[src/hdl/cps_pkg.sv]
// package: constants for the cuff pressure safety supervisor
package cps_pkg;
	localparam int CPS_CLK_HZ = 10_000_000;
	localparam int CPS_PW = 10;
	// pressures in mmHg
	localparam logic [9:0] CPS_PRESS_ARM = 10'h00F;
	localparam logic [9:0] CPS_OVP_ADULT = 10'h140;
	localparam logic [9:0] CPS_OVP_CHILD = 10'h0DC;
	localparam logic [9:0] CPS_OVP_INFANT = 10'h0A5;
	localparam logic [9:0] CPS_MAXINF_ADULT = 10'h118;
	localparam logic [9:0] CPS_MAXINF_CHILD = 10'h0C8;
	localparam logic [9:0] CPS_MAXINF_INFANT = 10'h096;
	localparam logic [9:0] CPS_TGT_ABOVE_SYS = 10'h028;
	localparam logic [9:0] CPS_TGT_STEP_UP = 10'h032;
	// times in seconds; link rate in bit/s, tick and bit periods in clock cycles
	localparam int CPS_TMO_LONG_S = 130;
	localparam int CPS_TMO_SHORT_S = 65;
	localparam int CPS_OVP_HOLD_S = 2;
	localparam int CPS_MEAS_LONG_S = 120;
	localparam int CPS_MEAS_SHORT_S = 60;
	localparam int CPS_LINK_BPS = 500_000;
	localparam int CPS_TICK_CYC = CPS_CLK_HZ;
	localparam int CPS_BIT_CYC = CPS_CLK_HZ / CPS_LINK_BPS;
	// modes
	localparam logic [1:0] CPS_MODE_ADULT = 2'h0;
	localparam logic [1:0] CPS_MODE_CHILD = 2'h1;
	localparam logic [1:0] CPS_MODE_INFANT = 2'h2;
	// register byte addresses
	localparam logic [7:0] CPS_A_CTRL = 8'h00;
	localparam logic [7:0] CPS_A_OUTS = 8'h04;
	localparam logic [7:0] CPS_A_SYS = 8'h08;
	localparam logic [7:0] CPS_A_STATUS = 8'h0C;
	localparam logic [7:0] CPS_A_TARGET = 8'h10;
	localparam logic [7:0] CPS_A_IRQ_ST = 8'h14;
	localparam logic [7:0] CPS_A_IRQ_EN = 8'h18;
	localparam logic [7:0] CPS_A_IRQ_CLR = 8'h1C;
	localparam logic [7:0] CPS_A_TIMER = 8'h20;
	// ctrl fields
	localparam int CPS_C_MODE = 0;
	localparam int CPS_C_MEAS = 2;
	localparam int CPS_C_REARM = 3;
	localparam int CPS_C_SYSOK = 4;
	localparam int CPS_C_PWR = 5;
	localparam int CPS_NOUT = 8;
	// event bits
	localparam int CPS_EV_TMO = 0;
	localparam int CPS_EV_OVP = 1;
	localparam int CPS_EV_MEAS = 2;
	localparam int CPS_EV_MAXINF = 3;
	localparam int CPS_NEV = 4;
	localparam logic [1:0] CPS_RESP_OK = 2'h0;
	localparam logic [1:0] CPS_RESP_SLVERR = 2'h2;
endpackage

[src/hdl/cps_lim_if.sv]
// interface: mode limits carried from the limit checker
`timescale 1ns/1ns
interface cps_lim_if;
	logic [1:0] mode;
	logic [9:0] pressure;
	logic [31:0] tmo_cyc;
	logic [31:0] meas_cyc;
	logic [9:0] ovp_lim;
	logic over_ovp;
	logic over_maxinf;
	logic above_arm;
	modport top (output mode, output pressure, input tmo_cyc, input meas_cyc, input ovp_lim,
		input over_ovp, input over_maxinf, input above_arm);
	modport lim (input mode, input pressure, output tmo_cyc, output meas_cyc, output ovp_lim,
		output over_ovp, output over_maxinf, output above_arm);
endinterface

[src/hdl/cps_limits.sv]
// module: per-mode limit selection and pressure comparisons
`timescale 1ns/1ns
module cps_limits
	import cps_pkg::*;
#(
	parameter int TICK_CYC = CPS_TICK_CYC
) (
	cps_lim_if.lim lim
);
	wire infant = (lim.mode == CPS_MODE_INFANT);
	wire child = (lim.mode == CPS_MODE_CHILD);
	wire [9:0] maxinf = infant ? CPS_MAXINF_INFANT : (child ? CPS_MAXINF_CHILD : CPS_MAXINF_ADULT);
	assign lim.ovp_lim = infant ? CPS_OVP_INFANT : (child ? CPS_OVP_CHILD : CPS_OVP_ADULT);
	assign lim.tmo_cyc = infant ? 32'(CPS_TMO_SHORT_S * TICK_CYC) : 32'(CPS_TMO_LONG_S * TICK_CYC);
	assign lim.meas_cyc = infant ? 32'(CPS_MEAS_SHORT_S * TICK_CYC) : 32'(CPS_MEAS_LONG_S * TICK_CYC);
	assign lim.over_ovp = (lim.pressure > lim.ovp_lim);
	assign lim.over_maxinf = (lim.pressure >= maxinf);
	assign lim.above_arm = (lim.pressure > CPS_PRESS_ARM);
endmodule

[src/hdl/cps_supervisor.sv]
// module: cuff pressure safety supervisor with axi4-lite registers
`timescale 1ns/1ns
module cps_supervisor
	import cps_pkg::*;
#(
	parameter int TICK_CYC = CPS_TICK_CYC,
	parameter int NOUT = CPS_NOUT
) (
	input wire logic clk,
	input wire logic rst_n,
	input wire logic [CPS_PW-1:0] cuff_pressure,
	input wire logic host_link_reset_line,
	input wire logic link_rx,
	output logic link_tx,
	output logic link_bit_tick,
	output logic cpu_reset_n,
	output logic pump_on,
	output logic pneu_power_on,
	output logic [NOUT-2:0] valve_led_on,
	output logic irq,
	input wire logic [7:0] s_axi_awaddr,
	input wire logic s_axi_awvalid,
	output logic s_axi_awready,
	input wire logic [31:0] s_axi_wdata,
	input wire logic [3:0] s_axi_wstrb,
	input wire logic s_axi_wvalid,
	output logic s_axi_wready,
	output logic [1:0] s_axi_bresp,
	output logic s_axi_bvalid,
	input wire logic s_axi_bready,
	input wire logic [7:0] s_axi_araddr,
	input wire logic s_axi_arvalid,
	output logic s_axi_arready,
	output logic [31:0] s_axi_rdata,
	output logic [1:0] s_axi_rresp,
	output logic s_axi_rvalid,
	input wire logic s_axi_rready
);
	typedef enum logic [2:0] {
		CPS_ST_IDLE = 3'b001,
		CPS_ST_ARMED = 3'b010,
		CPS_ST_TRIPPED = 3'b100
	} cps_state_t;

	cps_state_t state_reg;
	cps_state_t state_next;
	cps_lim_if lim_bus();
	logic [7:0] ctrl_reg;
	logic [NOUT-1:0] outs_reg;
	logic [CPS_PW-1:0] sys_reg;
	logic [CPS_PW-1:0] target_reg;
	logic [CPS_NEV-1:0] irq_st_reg;
	logic [CPS_NEV-1:0] irq_en_reg;
	logic [31:0] tmo_cnt_reg;
	logic [31:0] meas_cnt_reg;
	logic [31:0] ovp_cnt_reg;
	logic meas_active_reg;
	logic [1:0] hrst_reg;
	logic [7:0] baud_cnt_reg;
	logic [7:0] aw_addr_reg;
	logic aw_have_reg;
	logic [31:0] w_data_reg;
	logic [3:0] w_strb_reg;
	logic w_have_reg;

	assign lim_bus.mode = ctrl_reg[CPS_C_MODE +: 2];
	assign lim_bus.pressure = cuff_pressure;
	cps_limits #(.TICK_CYC(TICK_CYC)) u_limits (.lim(lim_bus));

	// a write applies once both address and data are held and no response is pending
	wire w_fire = aw_have_reg && w_have_reg && !s_axi_bvalid;

	// safety timer state machine, no software in the path
	wire rearm_req = w_fire && (aw_addr_reg == CPS_A_CTRL) && w_strb_reg[0] && w_data_reg[CPS_C_REARM];
	wire tmo_hit = (tmo_cnt_reg >= lim_bus.tmo_cyc - 32'h1);
	always_comb begin
		state_next = state_reg;
		unique case (state_reg)
			CPS_ST_IDLE: begin
				if (lim_bus.above_arm) begin
					state_next = CPS_ST_ARMED;
				end
			end
			CPS_ST_ARMED: begin
				if (tmo_hit) begin
					state_next = CPS_ST_TRIPPED;
				end else if (!lim_bus.above_arm) begin
					state_next = CPS_ST_IDLE;
				end
			end
			CPS_ST_TRIPPED: begin
				if (rearm_req) begin
					state_next = CPS_ST_IDLE;
				end
			end
			default: state_next = CPS_ST_TRIPPED;
		endcase
	end

	always_ff @(posedge clk or negedge rst_n) begin
		if (!rst_n) begin
			state_reg <= CPS_ST_IDLE;
			tmo_cnt_reg <= 32'h0;
		end else begin
			state_reg <= state_next;
			tmo_cnt_reg <= (state_reg == CPS_ST_ARMED) ? tmo_cnt_reg + 32'h1 : 32'h0;
		end
	end

	// measurement duration and over-pressure persistence
	wire meas_start = w_fire && (aw_addr_reg == CPS_A_CTRL) && w_strb_reg[0] && w_data_reg[CPS_C_MEAS];
	wire meas_tmo = meas_active_reg && (meas_cnt_reg >= lim_bus.meas_cyc - 32'h1);
	wire ovp_end = meas_active_reg && (ovp_cnt_reg >= 32'(CPS_OVP_HOLD_S * TICK_CYC) - 32'h1);
	wire maxinf_hit = meas_active_reg && lim_bus.over_maxinf && outs_reg[0];
	wire tripped = (state_reg == CPS_ST_TRIPPED);
	always_ff @(posedge clk or negedge rst_n) begin
		if (!rst_n) begin
			meas_active_reg <= 1'b0;
			meas_cnt_reg <= 32'h0;
			ovp_cnt_reg <= 32'h0;
		end else begin
			if (meas_tmo || ovp_end || tripped) begin
				meas_active_reg <= 1'b0;
			end else if (meas_start) begin
				meas_active_reg <= 1'b1;
			end
			meas_cnt_reg <= meas_active_reg ? meas_cnt_reg + 32'h1 : 32'h0;
			ovp_cnt_reg <= (meas_active_reg && lim_bus.over_ovp) ? ovp_cnt_reg + 32'h1 : 32'h0;
		end
	end

	// inflation target from previous systolic value
	wire sys_write = w_fire && (aw_addr_reg == CPS_A_SYS) && w_strb_reg[0];
	wire [CPS_PW:0] tgt_sum = w_data_reg[CPS_PW] ? {1'b0, target_reg} + {1'b0, CPS_TGT_STEP_UP}
		: {1'b0, w_data_reg[CPS_PW-1:0]} + {1'b0, CPS_TGT_ABOVE_SYS};
	always_ff @(posedge clk or negedge rst_n) begin
		if (!rst_n) begin
			sys_reg <= '0;
			target_reg <= '0;
		end else if (sys_write) begin
			sys_reg <= w_data_reg[CPS_PW-1:0];
			target_reg <= tgt_sum[CPS_PW] ? '1 : tgt_sum[CPS_PW-1:0];
		end
	end

	// host link reset line, power-up reset
	always_ff @(posedge clk or negedge rst_n) begin
		if (!rst_n) begin
			hrst_reg <= 2'h0;
			cpu_reset_n <= 1'b0;
		end else begin
			hrst_reg <= {hrst_reg[0], host_link_reset_line};
			cpu_reset_n <= !hrst_reg[1];
		end
	end

	// bit-rate enable and pass-through of the serial line
	wire baud_wrap = (baud_cnt_reg == 8'(CPS_BIT_CYC - 1));
	always_ff @(posedge clk or negedge rst_n) begin
		if (!rst_n) begin
			baud_cnt_reg <= 8'h0;
			link_bit_tick <= 1'b0;
			link_tx <= 1'b1;
		end else begin
			baud_cnt_reg <= baud_wrap ? 8'h0 : baud_cnt_reg + 8'h1;
			link_bit_tick <= baud_wrap;
			if (baud_wrap) begin
				link_tx <= link_rx;
			end
		end
	end

	// axi4-lite write path
	wire aw_take = s_axi_awvalid && s_axi_awready;
	wire w_take = s_axi_wvalid && s_axi_wready;
	wire w_known = (aw_addr_reg == CPS_A_CTRL) || (aw_addr_reg == CPS_A_OUTS) || (aw_addr_reg == CPS_A_SYS)
		|| (aw_addr_reg == CPS_A_IRQ_EN) || (aw_addr_reg == CPS_A_IRQ_CLR);
	wire [CPS_NEV-1:0] events;
	assign events[CPS_EV_TMO] = (state_reg == CPS_ST_ARMED) && tmo_hit;
	assign events[CPS_EV_OVP] = ovp_end;
	assign events[CPS_EV_MEAS] = meas_tmo;
	assign events[CPS_EV_MAXINF] = maxinf_hit;
	wire [CPS_NEV-1:0] irq_clr = (w_fire && aw_addr_reg == CPS_A_IRQ_CLR && w_strb_reg[0])
		? w_data_reg[CPS_NEV-1:0] : '0;
	always_ff @(posedge clk or negedge rst_n) begin
		if (!rst_n) begin
			s_axi_awready <= 1'b1;
			s_axi_wready <= 1'b1;
			aw_have_reg <= 1'b0;
			w_have_reg <= 1'b0;
			aw_addr_reg <= 8'h0;
			w_data_reg <= 32'h0;
			w_strb_reg <= 4'h0;
			s_axi_bvalid <= 1'b0;
			s_axi_bresp <= CPS_RESP_OK;
		end else begin
			if (aw_take) begin
				aw_addr_reg <= s_axi_awaddr;
				aw_have_reg <= 1'b1;
				s_axi_awready <= 1'b0;
			end
			if (w_take) begin
				w_data_reg <= s_axi_wdata;
				w_strb_reg <= s_axi_wstrb;
				w_have_reg <= 1'b1;
				s_axi_wready <= 1'b0;
			end
			if (w_fire) begin
				s_axi_bvalid <= 1'b1;
				s_axi_bresp <= w_known ? CPS_RESP_OK : CPS_RESP_SLVERR;
				aw_have_reg <= 1'b0;
				w_have_reg <= 1'b0;
			end
			if (s_axi_bvalid && s_axi_bready) begin
				s_axi_bvalid <= 1'b0;
				s_axi_awready <= 1'b1;
				s_axi_wready <= 1'b1;
			end
		end
	end

	// software registers; command bits of ctrl are self-clearing
	always_ff @(posedge clk or negedge rst_n) begin
		if (!rst_n) begin
			ctrl_reg <= 8'h0;
			outs_reg <= '0;
			irq_en_reg <= '0;
			irq_st_reg <= '0;
		end else begin
			if (w_fire && aw_addr_reg == CPS_A_CTRL && w_strb_reg[0]) begin
				ctrl_reg <= w_data_reg[7:0] & ~(8'h1 << CPS_C_MEAS) & ~(8'h1 << CPS_C_REARM);
			end
			if (w_fire && aw_addr_reg == CPS_A_OUTS && w_strb_reg[0]) begin
				outs_reg <= w_data_reg[NOUT-1:0];
			end else if (maxinf_hit) begin
				outs_reg[0] <= 1'b0;
			end
			if (w_fire && aw_addr_reg == CPS_A_IRQ_EN && w_strb_reg[0]) begin
				irq_en_reg <= w_data_reg[CPS_NEV-1:0];
			end
			irq_st_reg <= (irq_st_reg & ~irq_clr) | events;
		end
	end

	// drive pins; a trip removes common supply regardless of software
	always_ff @(posedge clk or negedge rst_n) begin
		if (!rst_n) begin
			pump_on <= 1'b0;
			pneu_power_on <= 1'b0;
			valve_led_on <= '0;
			irq <= 1'b0;
		end else begin
			pneu_power_on <= ctrl_reg[CPS_C_PWR] && !tripped && state_next != CPS_ST_TRIPPED;
			pump_on <= outs_reg[0] && meas_active_reg && !tripped;
			valve_led_on <= outs_reg[NOUT-1:1];
			irq <= |(irq_st_reg & irq_en_reg);
		end
	end

	// axi4-lite read path
	wire [31:0] status_word = {24'h0, 2'h0, 1'b0, meas_active_reg, 1'b0, state_reg};
	wire [31:0] rd_word =
		(s_axi_araddr == CPS_A_CTRL) ? {24'h0, ctrl_reg} :
		(s_axi_araddr == CPS_A_OUTS) ? 32'(outs_reg) :
		(s_axi_araddr == CPS_A_SYS) ? 32'(sys_reg) :
		(s_axi_araddr == CPS_A_STATUS) ? status_word :
		(s_axi_araddr == CPS_A_TARGET) ? 32'(target_reg) :
		(s_axi_araddr == CPS_A_IRQ_ST) ? 32'(irq_st_reg) :
		(s_axi_araddr == CPS_A_IRQ_EN) ? 32'(irq_en_reg) :
		(s_axi_araddr == CPS_A_TIMER) ? tmo_cnt_reg : 32'h0;
	wire r_known = (s_axi_araddr == CPS_A_CTRL) || (s_axi_araddr == CPS_A_OUTS) || (s_axi_araddr == CPS_A_SYS)
		|| (s_axi_araddr == CPS_A_STATUS) || (s_axi_araddr == CPS_A_TARGET) || (s_axi_araddr == CPS_A_IRQ_ST)
		|| (s_axi_araddr == CPS_A_IRQ_EN) || (s_axi_araddr == CPS_A_TIMER);
	always_ff @(posedge clk or negedge rst_n) begin
		if (!rst_n) begin
			s_axi_arready <= 1'b1;
			s_axi_rvalid <= 1'b0;
			s_axi_rdata <= 32'h0;
			s_axi_rresp <= CPS_RESP_OK;
		end else if (s_axi_arvalid && s_axi_arready) begin
			s_axi_arready <= 1'b0;
			s_axi_rvalid <= 1'b1;
			s_axi_rdata <= rd_word;
			s_axi_rresp <= r_known ? CPS_RESP_OK : CPS_RESP_SLVERR;
		end else if (s_axi_rvalid && s_axi_rready) begin
			s_axi_rvalid <= 1'b0;
			s_axi_arready <= 1'b1;
		end
	end
endmodule
[config.mk]
export PLATFORM = sky130hd
export DESIGN_NAME = cps_supervisor
export DESIGN_NICKNAME = d
export VERILOG_FILES = /design/src/hdl/cps_pkg.sv /design/src/hdl/cps_lim_if.sv /design/src/hdl/cps_limits.sv /design/src/hdl/cps_supervisor.sv
export SDC_FILE = /design/constraint.sdc
export NUM_CORES = 1
export LEC_CHECK = 0
export BUFFER_PORTS_ARGS = -buffer_cell sky130_fd_sc_hd__clkbuf_2
export CORE_AREA = 10 10 205 207
export DETAILED_ROUTE_END_ITERATION = 8
export DIE_AREA = 0 0 215 217
export SLEW_MARGIN = 10
export SYNTH_ARGS = -nofsm -noshare
export SYNTH_HDL_FRONTEND = slang
export SYNTH_HIERARCHICAL = 1
export SYNTH_SLANG_ARGS = --single-unit
[constraint.sdc]
create_clock -name clk -period 5.7 [get_ports clk]
set_input_delay 1.14 -clock clk [delete_from_list [all_inputs] [get_ports clk]]
set_output_delay 1.14 -clock clk [all_outputs]
set_load 0.05 [all_outputs]
==> results of run 1 <==
-- per-layer routing --
layer | global-route usage | up-vias | wire length (um)
met4 | 0.0286 | 0 | 586
met5 | 0 | - | 0
met2 | 0.221 | 182 | 14500
met1 | 0.181 | 4986 | 15300
li1 | - | 5165 | -
met3 | 0.0272 | 33 | 1480
-- power by group --
part / internal, uW / switching (uW) / total [uW]
Combinational: 297 / 436 / 733
Sequential: 1750 / 222 / 1970
Clock: 993 / 702 / 1700
Total: 3040 / 1360 / 4400
-- layout by cell type (no fill, tap or decap), types with 24 or more instances in the layout --
cell type	instances
dfrtp_1	221
nor2_1	119
nand2_1	116
clkbuf_2	97
ha_1	85
xnor2_1	77
a21oi_1	70
xor2_1	66
o21ai_0	62
nand3_1	52
mux2_2	52
conb_1	42
nor3_1	36
inv_1	36
or3_1	32
and2_1	27
clkbuf_16	26
nand4_1	25
a22o_1	24
-- critical path, cell delays in order (launching register included) --
cell     delay [ps]
dfrtp_1         450
inv_1           120
ha_1            300
inv_1           390
nor4_1          590
nand2_1         130
xor2_1          180
ha_1            270
o21ai_0         150
nor2_1           60
or3_1           330
a21oi_1         280
o21ai_0         130
a221o_1         340
-- stage by stage --
step	total power, uW	std cells
floorplan	2540	1469
global route	4650	2042
global placement	2710	1994
detailed placement	2730	1994
CTS	4460	2042
finish	4400	2042
-- worst paths after layout --
kind | startpoint | endpoint | slack, ps | depth (start not counted)
worst min-delay path | hrst_reg[0] | hrst_reg[1] | 350 | 0
worst max-delay path | ctrl_reg[0] | irq_st_reg[0] | 1880 | 13
worst max register to register | ctrl_reg[0] | irq_st_reg[0] | 1880 | 13
max in group asynchronous | rst_n | valve_led_on[6] | 3960 | 2
worst min register to register | hrst_reg[0] | hrst_reg[1] | 350 | 0
min in group asynchronous | rst_n | baud_cnt_reg[2] | 600 | 1
-- final cells by class --
class,count,area share
clock buffers,33,0.0466
well taps,518,0.0421
clock inverters,15,0.0110
repair buffers,110,0.0383
inverters,36,0.00877
multi-input cells,1104,0.486
flip-flops and latches,226,0.368
==> flow_summary_export.csv, run 1 <==
group,metric,value,unit
drt,via_per_inst,5.08,
finish,fin_area,15400,um2
power_and_ir_drop,power_leakage,0.00670,uW
finish,seqCellArea,5660,um2
finish,fin_util,0.404,
run,maxCapViolCount,0,
floorplan,core-area,38100,um2
grt,grt_use_total,0.135,
finish,syn_to_final_growth,11.8,%
drt,vias,10400,
hold_path,hp-class,"reg2reg",
timing,slew_headroom,0.285,
finish,multiInputGateArea,7480,um2
timing,hold_slack,353,ps
floorplan,initial_utilization,0.362,
clocking,cts_tree,"yes",
timing,period_share,0.671,
outcome,outcome,"finished, final reports clean",
power_and_ir_drop,ir_worst_vdd,0.269,mV
drt,drtAntennaViolNets,0,
grt,grt_pass1_vias,10200,
drt,drc,0,
place,gp_congestion,0.829,
clocking,cts_inserted_buffers,26,
place,post-dp-hpwl,23.5,mm
finish,diodes,0,
worst_setup_path,crit_fanout,21,
clocking,path_clk_slew,60,ps
timing,rsz0062_at_grt,"no",
finish,drive_above_1_share,0.154,
timing,setup_viol,0,
drt,drtPass1Iterations,5,
drt,drt-initial-drc-count,553,
power_and_ir_drop,powerDensity,286,nW/um2
floorplan,io_pins,125,
place,dp_slack,1900,ps
timing,hold_viol,0,
worst_setup_path,required,6120,ps
timing,setup_ws,1880,ps
worst_setup_path,cp-end-kind,"flip-flop",
synth,netlist_instances,1430,
synth,synth.cell_area,13800,um2
floorplan,die_x,215,um
floorplan,dieArea,46700,um2
timing,tightest_slew,1060,ps
place,placed_area,14500,um2
worst_setup_path,arrival,4240,ps
clocking,clk_path_buf_depth,3,
worst_setup_path,start_kind,"flip-flop",
clocking,ctsHoldBuffers,0,
floorplan,die_h,217,um
clocking,cts_htree_levels,1,
grt,grt_pass1_wl,53.2,mm
synth,yosys_warnings,6,
timing,finalMaxSlewViolations,0,
clocking,cts_resized,0,
worst_setup_path,critical_path_class,"reg2reg",
timing,fin_crit,3820,ps
place,place.port_buffers,98,
synth,syn_avg_cell_area,9.63,um2
grt,antenna_found_initial,0,
grt,overflow,0,
floorplan,rows,72,
timing,setup_tns,0,ps
finish,layout.nets,1660,
drt,routed_wl,31.9,mm
drt,routedWlPerCell,15.6,um
clocking,postCtsSetupRepairBufs,0,
grt,grt_start_max_net_pins,99,
clocking,root_buffer,"clkbuf_16",
timing,max_freq,262,MHz
finish,fillers,3775,
clocking,insertion_delay,560,ps
clocking,clock_sinks,226,
timing,skew,31.0,ps
No activity file was read; power rests on OpenSTA's default activity.
==> inputs of run 2 (changes only) <==
clock period = 3.4 ns   (was 5.7 ns; I/O delays follow)
==> flow_summary_export.csv, run 2 (same netlist as run 1, synthesis figures left out) <==
group,metric,value,unit
outcome,outcome,"finished with violations",
outcome,violations,"negative hold slack",
place,gp_congestion,0.855,
grt,grt_pass1_vias,10500,
finish,syn_to_final_growth,13.4,%
drt,drt-initial-drc-count,657,
grt,grt_pass1_wl,54.1,mm
timing,skew,12.6,ps
finish,final_cell_mix,"221 x dfrtp_1, 119 x nor2_1, 116 x nand2_1",
worst_setup_path,crit_fanout,31,
worst_setup_path,start_kind,"flip-flop",
floorplan,die_x,215,um
timing,hold_viol,1,
timing,period_share,0.900,
grt,antenna_found_initial,1,
worst_setup_path,arrival,3490,ps
floorplan,initial_utilization,0.362,
timing,finalMaxSlewViolations,0,
power_and_ir_drop,ir_worst_vdd,0.452,mV
timing,slew_headroom,0.386,
floorplan,core-area,38100,um2
run,maxCapViolCount,0,
timing,setup_viol,0,
drt,routedWlPerCell,15.8,um
drt,drtAntennaViolNets,0,
worst_setup_path,required,3830,ps
worst_setup_path,critical_path_class,"reg2reg",
grt,grt_use_total,0.137,
floorplan,rows,72,
timing,rsz0062_at_grt,"no",
finish,layout.nets,1672,
power_and_ir_drop,power_leakage,0.00681,uW
clocking,cts_htree_levels,1,
clocking,clock_sinks,226,
grt,overflow,0,
drt,drc,0,
grt,grt_start_max_net_pins,61,
place,post-dp-hpwl,24.1,mm
clocking,postCtsSetupRepairBufs,0,
clocking,clk_path_buf_depth,3,
drt,vias,10500,
drt,routed_wl,32.4,mm
timing,max_freq,327,MHz
floorplan,io_pins,125,
floorplan,die_h,217,um
power_and_ir_drop,powerDensity,490,nW/um2
clocking,cts_inserted_buffers,26,
drt,drtPass1Iterations,5,
timing,hold_slack,-1.07,ps
place,place.port_buffers,98,
floorplan,dieArea,46700,um2
clocking,root_buffer,"clkbuf_16",
worst_setup_path,cp-end-kind,"flip-flop",
timing,setup_tns,0,ps
timing,fin_crit,3060,ps
hold_path,hp-class,"in2async",
clocking,path_clk_slew,60,ps
timing,tightest_slew,913,ps
finish,drive_above_1_share,0.164,
drt,via_per_inst,5.13,
finish,final_common_cell,"dfrtp_1",
clocking,cts_tree,"yes",
clocking,insertion_delay,560,ps
[run 2: routing by layer]
metal / wire (um) / vias up / part of all wire / track usage
li1: - / 5173 / - / -
met1: 15200 / 5102 / 0.47 / 0.183
met2: 14800 / 214 / 0.46 / 0.223
met3: 1660 / 47 / 0.051 / 0.0276
met4: 710 / 0 / 0.022 / 0.0383
met5: 0 / - / 0 / 0
[run 2: worst paths after layout]
| path | from | end | slack (ps) | cells past startpoint |
|---|---|---|---|---|
| setup / recovery | ctrl_reg[0] | ovp_cnt_reg[10] | 340 | 13 |
| hold / removal | rst_n | link_bit_tick | -1 | 1 |
| setup reg to reg | ctrl_reg[0] | ovp_cnt_reg[10] | 340 | 13 |
| hold reg to reg | hrst_reg[0] | hrst_reg[1] | 350 | 0 |
| max in group asynchronous | rst_n | s_axi_arready | 2540 | 2 |
| min in group clk | host_link_reset_line | hrst_reg[0] | 240 | 1 |
[run 2: worst max-delay path: stages (launching register included)]
cell       delay, ps
dfrtp_1          430
inv_1            110
ha_2             320
buf_4            260
inv_1            110
ha_1             300
nand2_1           70
or4_4            520
a21oi_2          120
a21oi_1           50
a2bb2oi_1        150
nand2_1           80
buf_4            310
nor2_1           100
[run 2: where the power goes]
part	internal [uW]	switching [uW]	total [uW]
Combinational	513	736	1250
Sequential	2940	369	3310
Clock	1910	1180	3090
[run 2: cell type report]
type | count | area, um2
Antenna cell | 1 | 2.50
Clock buffer | 37 | 782
Clock inverter | 11 | 190
Fill cell | 3738 | 22500
Inverter | 36 | 135
Multi-Input combinational cell | 1104 | 7500
Sequential cell | 226 | 5660
Tap cell | 518 | 648
Timing Repair Buffer | 122 | 706
[run 2: repair_timing]
action / in CTS / in global routing
setup endpoints to repair: 0 / 4
gates resized for setup: 0 / 5
hold buffers: 0 / 0
endpoints found under the hold margin: 0 / 0
[run 2: stage by stage]
step | util | area (um2) | worst slack [ps] | power, uW | instances
final | 0.410 | 15600 | 338 | 7650 | 2055
after global routing | 0.410 | 15600 | 61.4 | 8040 | 2054
after CTS | 0.409 | 15600 | 172 | 7730 | 2054
after detailed placement | 0.384 | 14600 | 176 | 4590 | 2006
after global placement | 0.384 | 14600 | 245 | 4560 | 2006
after floorplan | - | 13900 | 271 | 4260 | 1469
==> inputs of run 3 (changes only) <==
RECOVER_POWER = 25   (was unset)
==> flow_summary_export.csv, run 3 (same netlist as run 1, synthesis figures left out) <==
group,metric,value,unit
worst_setup_path,r2r_slack,330,ps
power_and_ir_drop,powerDensity,490,nW/um2
place,gp_congestion,0.855,
place,place.port_buffers,98,
clocking,cts_inserted_buffers,26,
hold_path,worstHoldPathCells,1,
place,dp_slack,176,ps
timing,fin_crit,3070,ps
drt,drtAntennaViolNets,0,
worst_setup_path,required,3830,ps
timing,max_freq,326,MHz
finish,syn_to_final_growth,13.3,%
drt,drc,0,
floorplan,die_h,217,um
timing,rsz0062_at_grt,"no",
outcome,outcome,"finished with violations",
clocking,path_clk_slew,60,ps
clocking,postCtsSetupRepairBufs,0,
clocking,insertion_delay,560,ps
drt,drt-initial-drc-count,654,
clocking,clock_sinks,226,
floorplan,core-area,38100,um2
hold_path,hp-class,"in2reg",
grt,grt_pass1_wl,54.1,mm
drt,met2RoutedLength,14.8,mm
clocking,cts_resized,0,
drt,routedWlPerCell,15.7,um
outcome,violations,"max-capacitance violations, max-slew violations",
clocking,cts_htree_levels,1,
grt,antenna_found_initial,1,
grt,grt_start_max_net_pins,61,
timing,setup_ws,331,ps
worst_setup_path,cp-end-kind,"flip-flop",
clocking,clk_path_buf_depth,3,
timing,hold_viol,0,
grt,grt_pass1_vias,10500,
drt,vias,10500,
worst_setup_path,arrival,3500,ps
finish,drive_above_1_share,0.163,
drt,drtPass1Iterations,5,
floorplan,dieArea,46700,um2
worst_setup_path,crit_chain,"inv_1 > ha_2 > buf_4 > inv_1 > ha_1 > nand2_1 > or4_4 > a21oi_2 > a21oi_1 > a2bb2oi_1 > nand2_1 > buf_4 > nor2_1",
timing,slew_headroom,-0.865,
timing,setup_viol,0,
finish,fin_area,15600,um2
timing,tightest_slew,2800,ps
power_and_ir_drop,ir_worst_vdd,0.452,mV
place,post-dp-hpwl,24.1,mm
drt,wl_met1,15.2,mm
worst_setup_path,crit_fanout,31,
worst_setup_path,start_kind,"flip-flop",
worst_setup_path,max_stage_delay,520,ps
clocking,cts_tree,"yes",
floorplan,die_x,215,um
timing,setup_tns,0,ps
drt,routed.top_layer,"met4",
floorplan,rows,72,
timing,hold_slack,238,ps
finish,layout.nets,1672,
grt,overflow,0,
clocking,ctsHoldBuffers,0,
drt,met3WireLength,1.68,mm
worst_setup_path,rr_worst_depth,13,
power_and_ir_drop,power_leakage,0.00681,uW
clocking,root_buffer,"clkbuf_16",
finish,final_common_cell,"dfrtp_1",
drt,via_per_inst,5.13,
finish,fillers,3739,
floorplan,io_pins,125,
finish,final_cell_mix,"221 x dfrtp_1, 119 x nor2_1, 116 x nand2_1",
run,maxCapViolCount,1,
timing,finalMaxSlewViolations,47,
drt,routed_wl,32.3,mm
grt,grt_use_total,0.137,
worst_setup_path,critical_path_class,"reg2reg",
place,placed_area,14600,um2
floorplan,initial_utilization,0.362,
timing,skew,13.1,ps
worst_setup_path,crit_slowest_cell,"or4_4",
timing,period_share,0.903,
-- run 3: cell count changes in the layout (fill, tap and decap cells not counted) --
cell	delta
buf_8	-1
clkbuf_1	+1
-- run 3: final timing paths --
path | start | endpoint
setup / recovery | ctrl_reg[0] | ovp_cnt_reg[10]
hold / removal | host_link_reset_line | hrst_reg[0]
setup reg to reg | ctrl_reg[0] | ovp_cnt_reg[10]
hold reg to reg | hrst_reg[0] | hrst_reg[1]
max in group asynchronous | rst_n | s_axi_arready
min in group asynchronous | rst_n | link_bit_tick
-- run 3: layer usage --
metal / global-route usage / vias to the layer above
met5: 0 / -
met4: 0.0383 / 0
met3: 0.0276 / 45
met2: 0.223 / 206
met1: 0.183 / 5113
li1: - / 5177
-- run 3: report_power, final --
part | total (uW) | leakage, uW | switching [uW] | internal (uW)
registers | 3310 | 0.00305 | 370 | 2940
clock network | 3090 | 0.000476 | 1180 | 1910
logic | 1250 | 0.00328 | 736 | 513
-- run 3: final cells by class --
type | instances | area, um2 | area share
antenna | 1 | 2.50 | 0.000160
multi-input combinational | 1104 | 7500 | 0.480
sequential | 226 | 5660 | 0.363
timing repair buffer | 122 | 694 | 0.0445
inverter | 36 | 135 | 0.00866
clock inverter | 11 | 190 | 0.0122
clock buffer | 37 | 782 | 0.0501
tap | 518 | 648 | 0.0415
-- run 3: critical path, delay by kind of cell (launching register included) --
kind	cells	cell delay, ps
buffers and inverters	4	790
AND/OR/NAND/NOR	4	770
adder cells (fa/ha/maj)	2	620
flip-flops	1	430
AO/OA/AOI/OAI	3	320
-- run 3: per-stage QoR --
| step | total power, uW | util | instances |
|---|---|---|---|
| after floorplan | 4260 | - | 1469 |
| after global placement | 4560 | 0.384 | 2006 |
| after detailed placement | 4590 | 0.384 | 2006 |
| after CTS | 7730 | 0.409 | 2054 |
| after global routing | 8040 | 0.410 | 2054 |
| final | 7650 | 0.410 | 2055 |
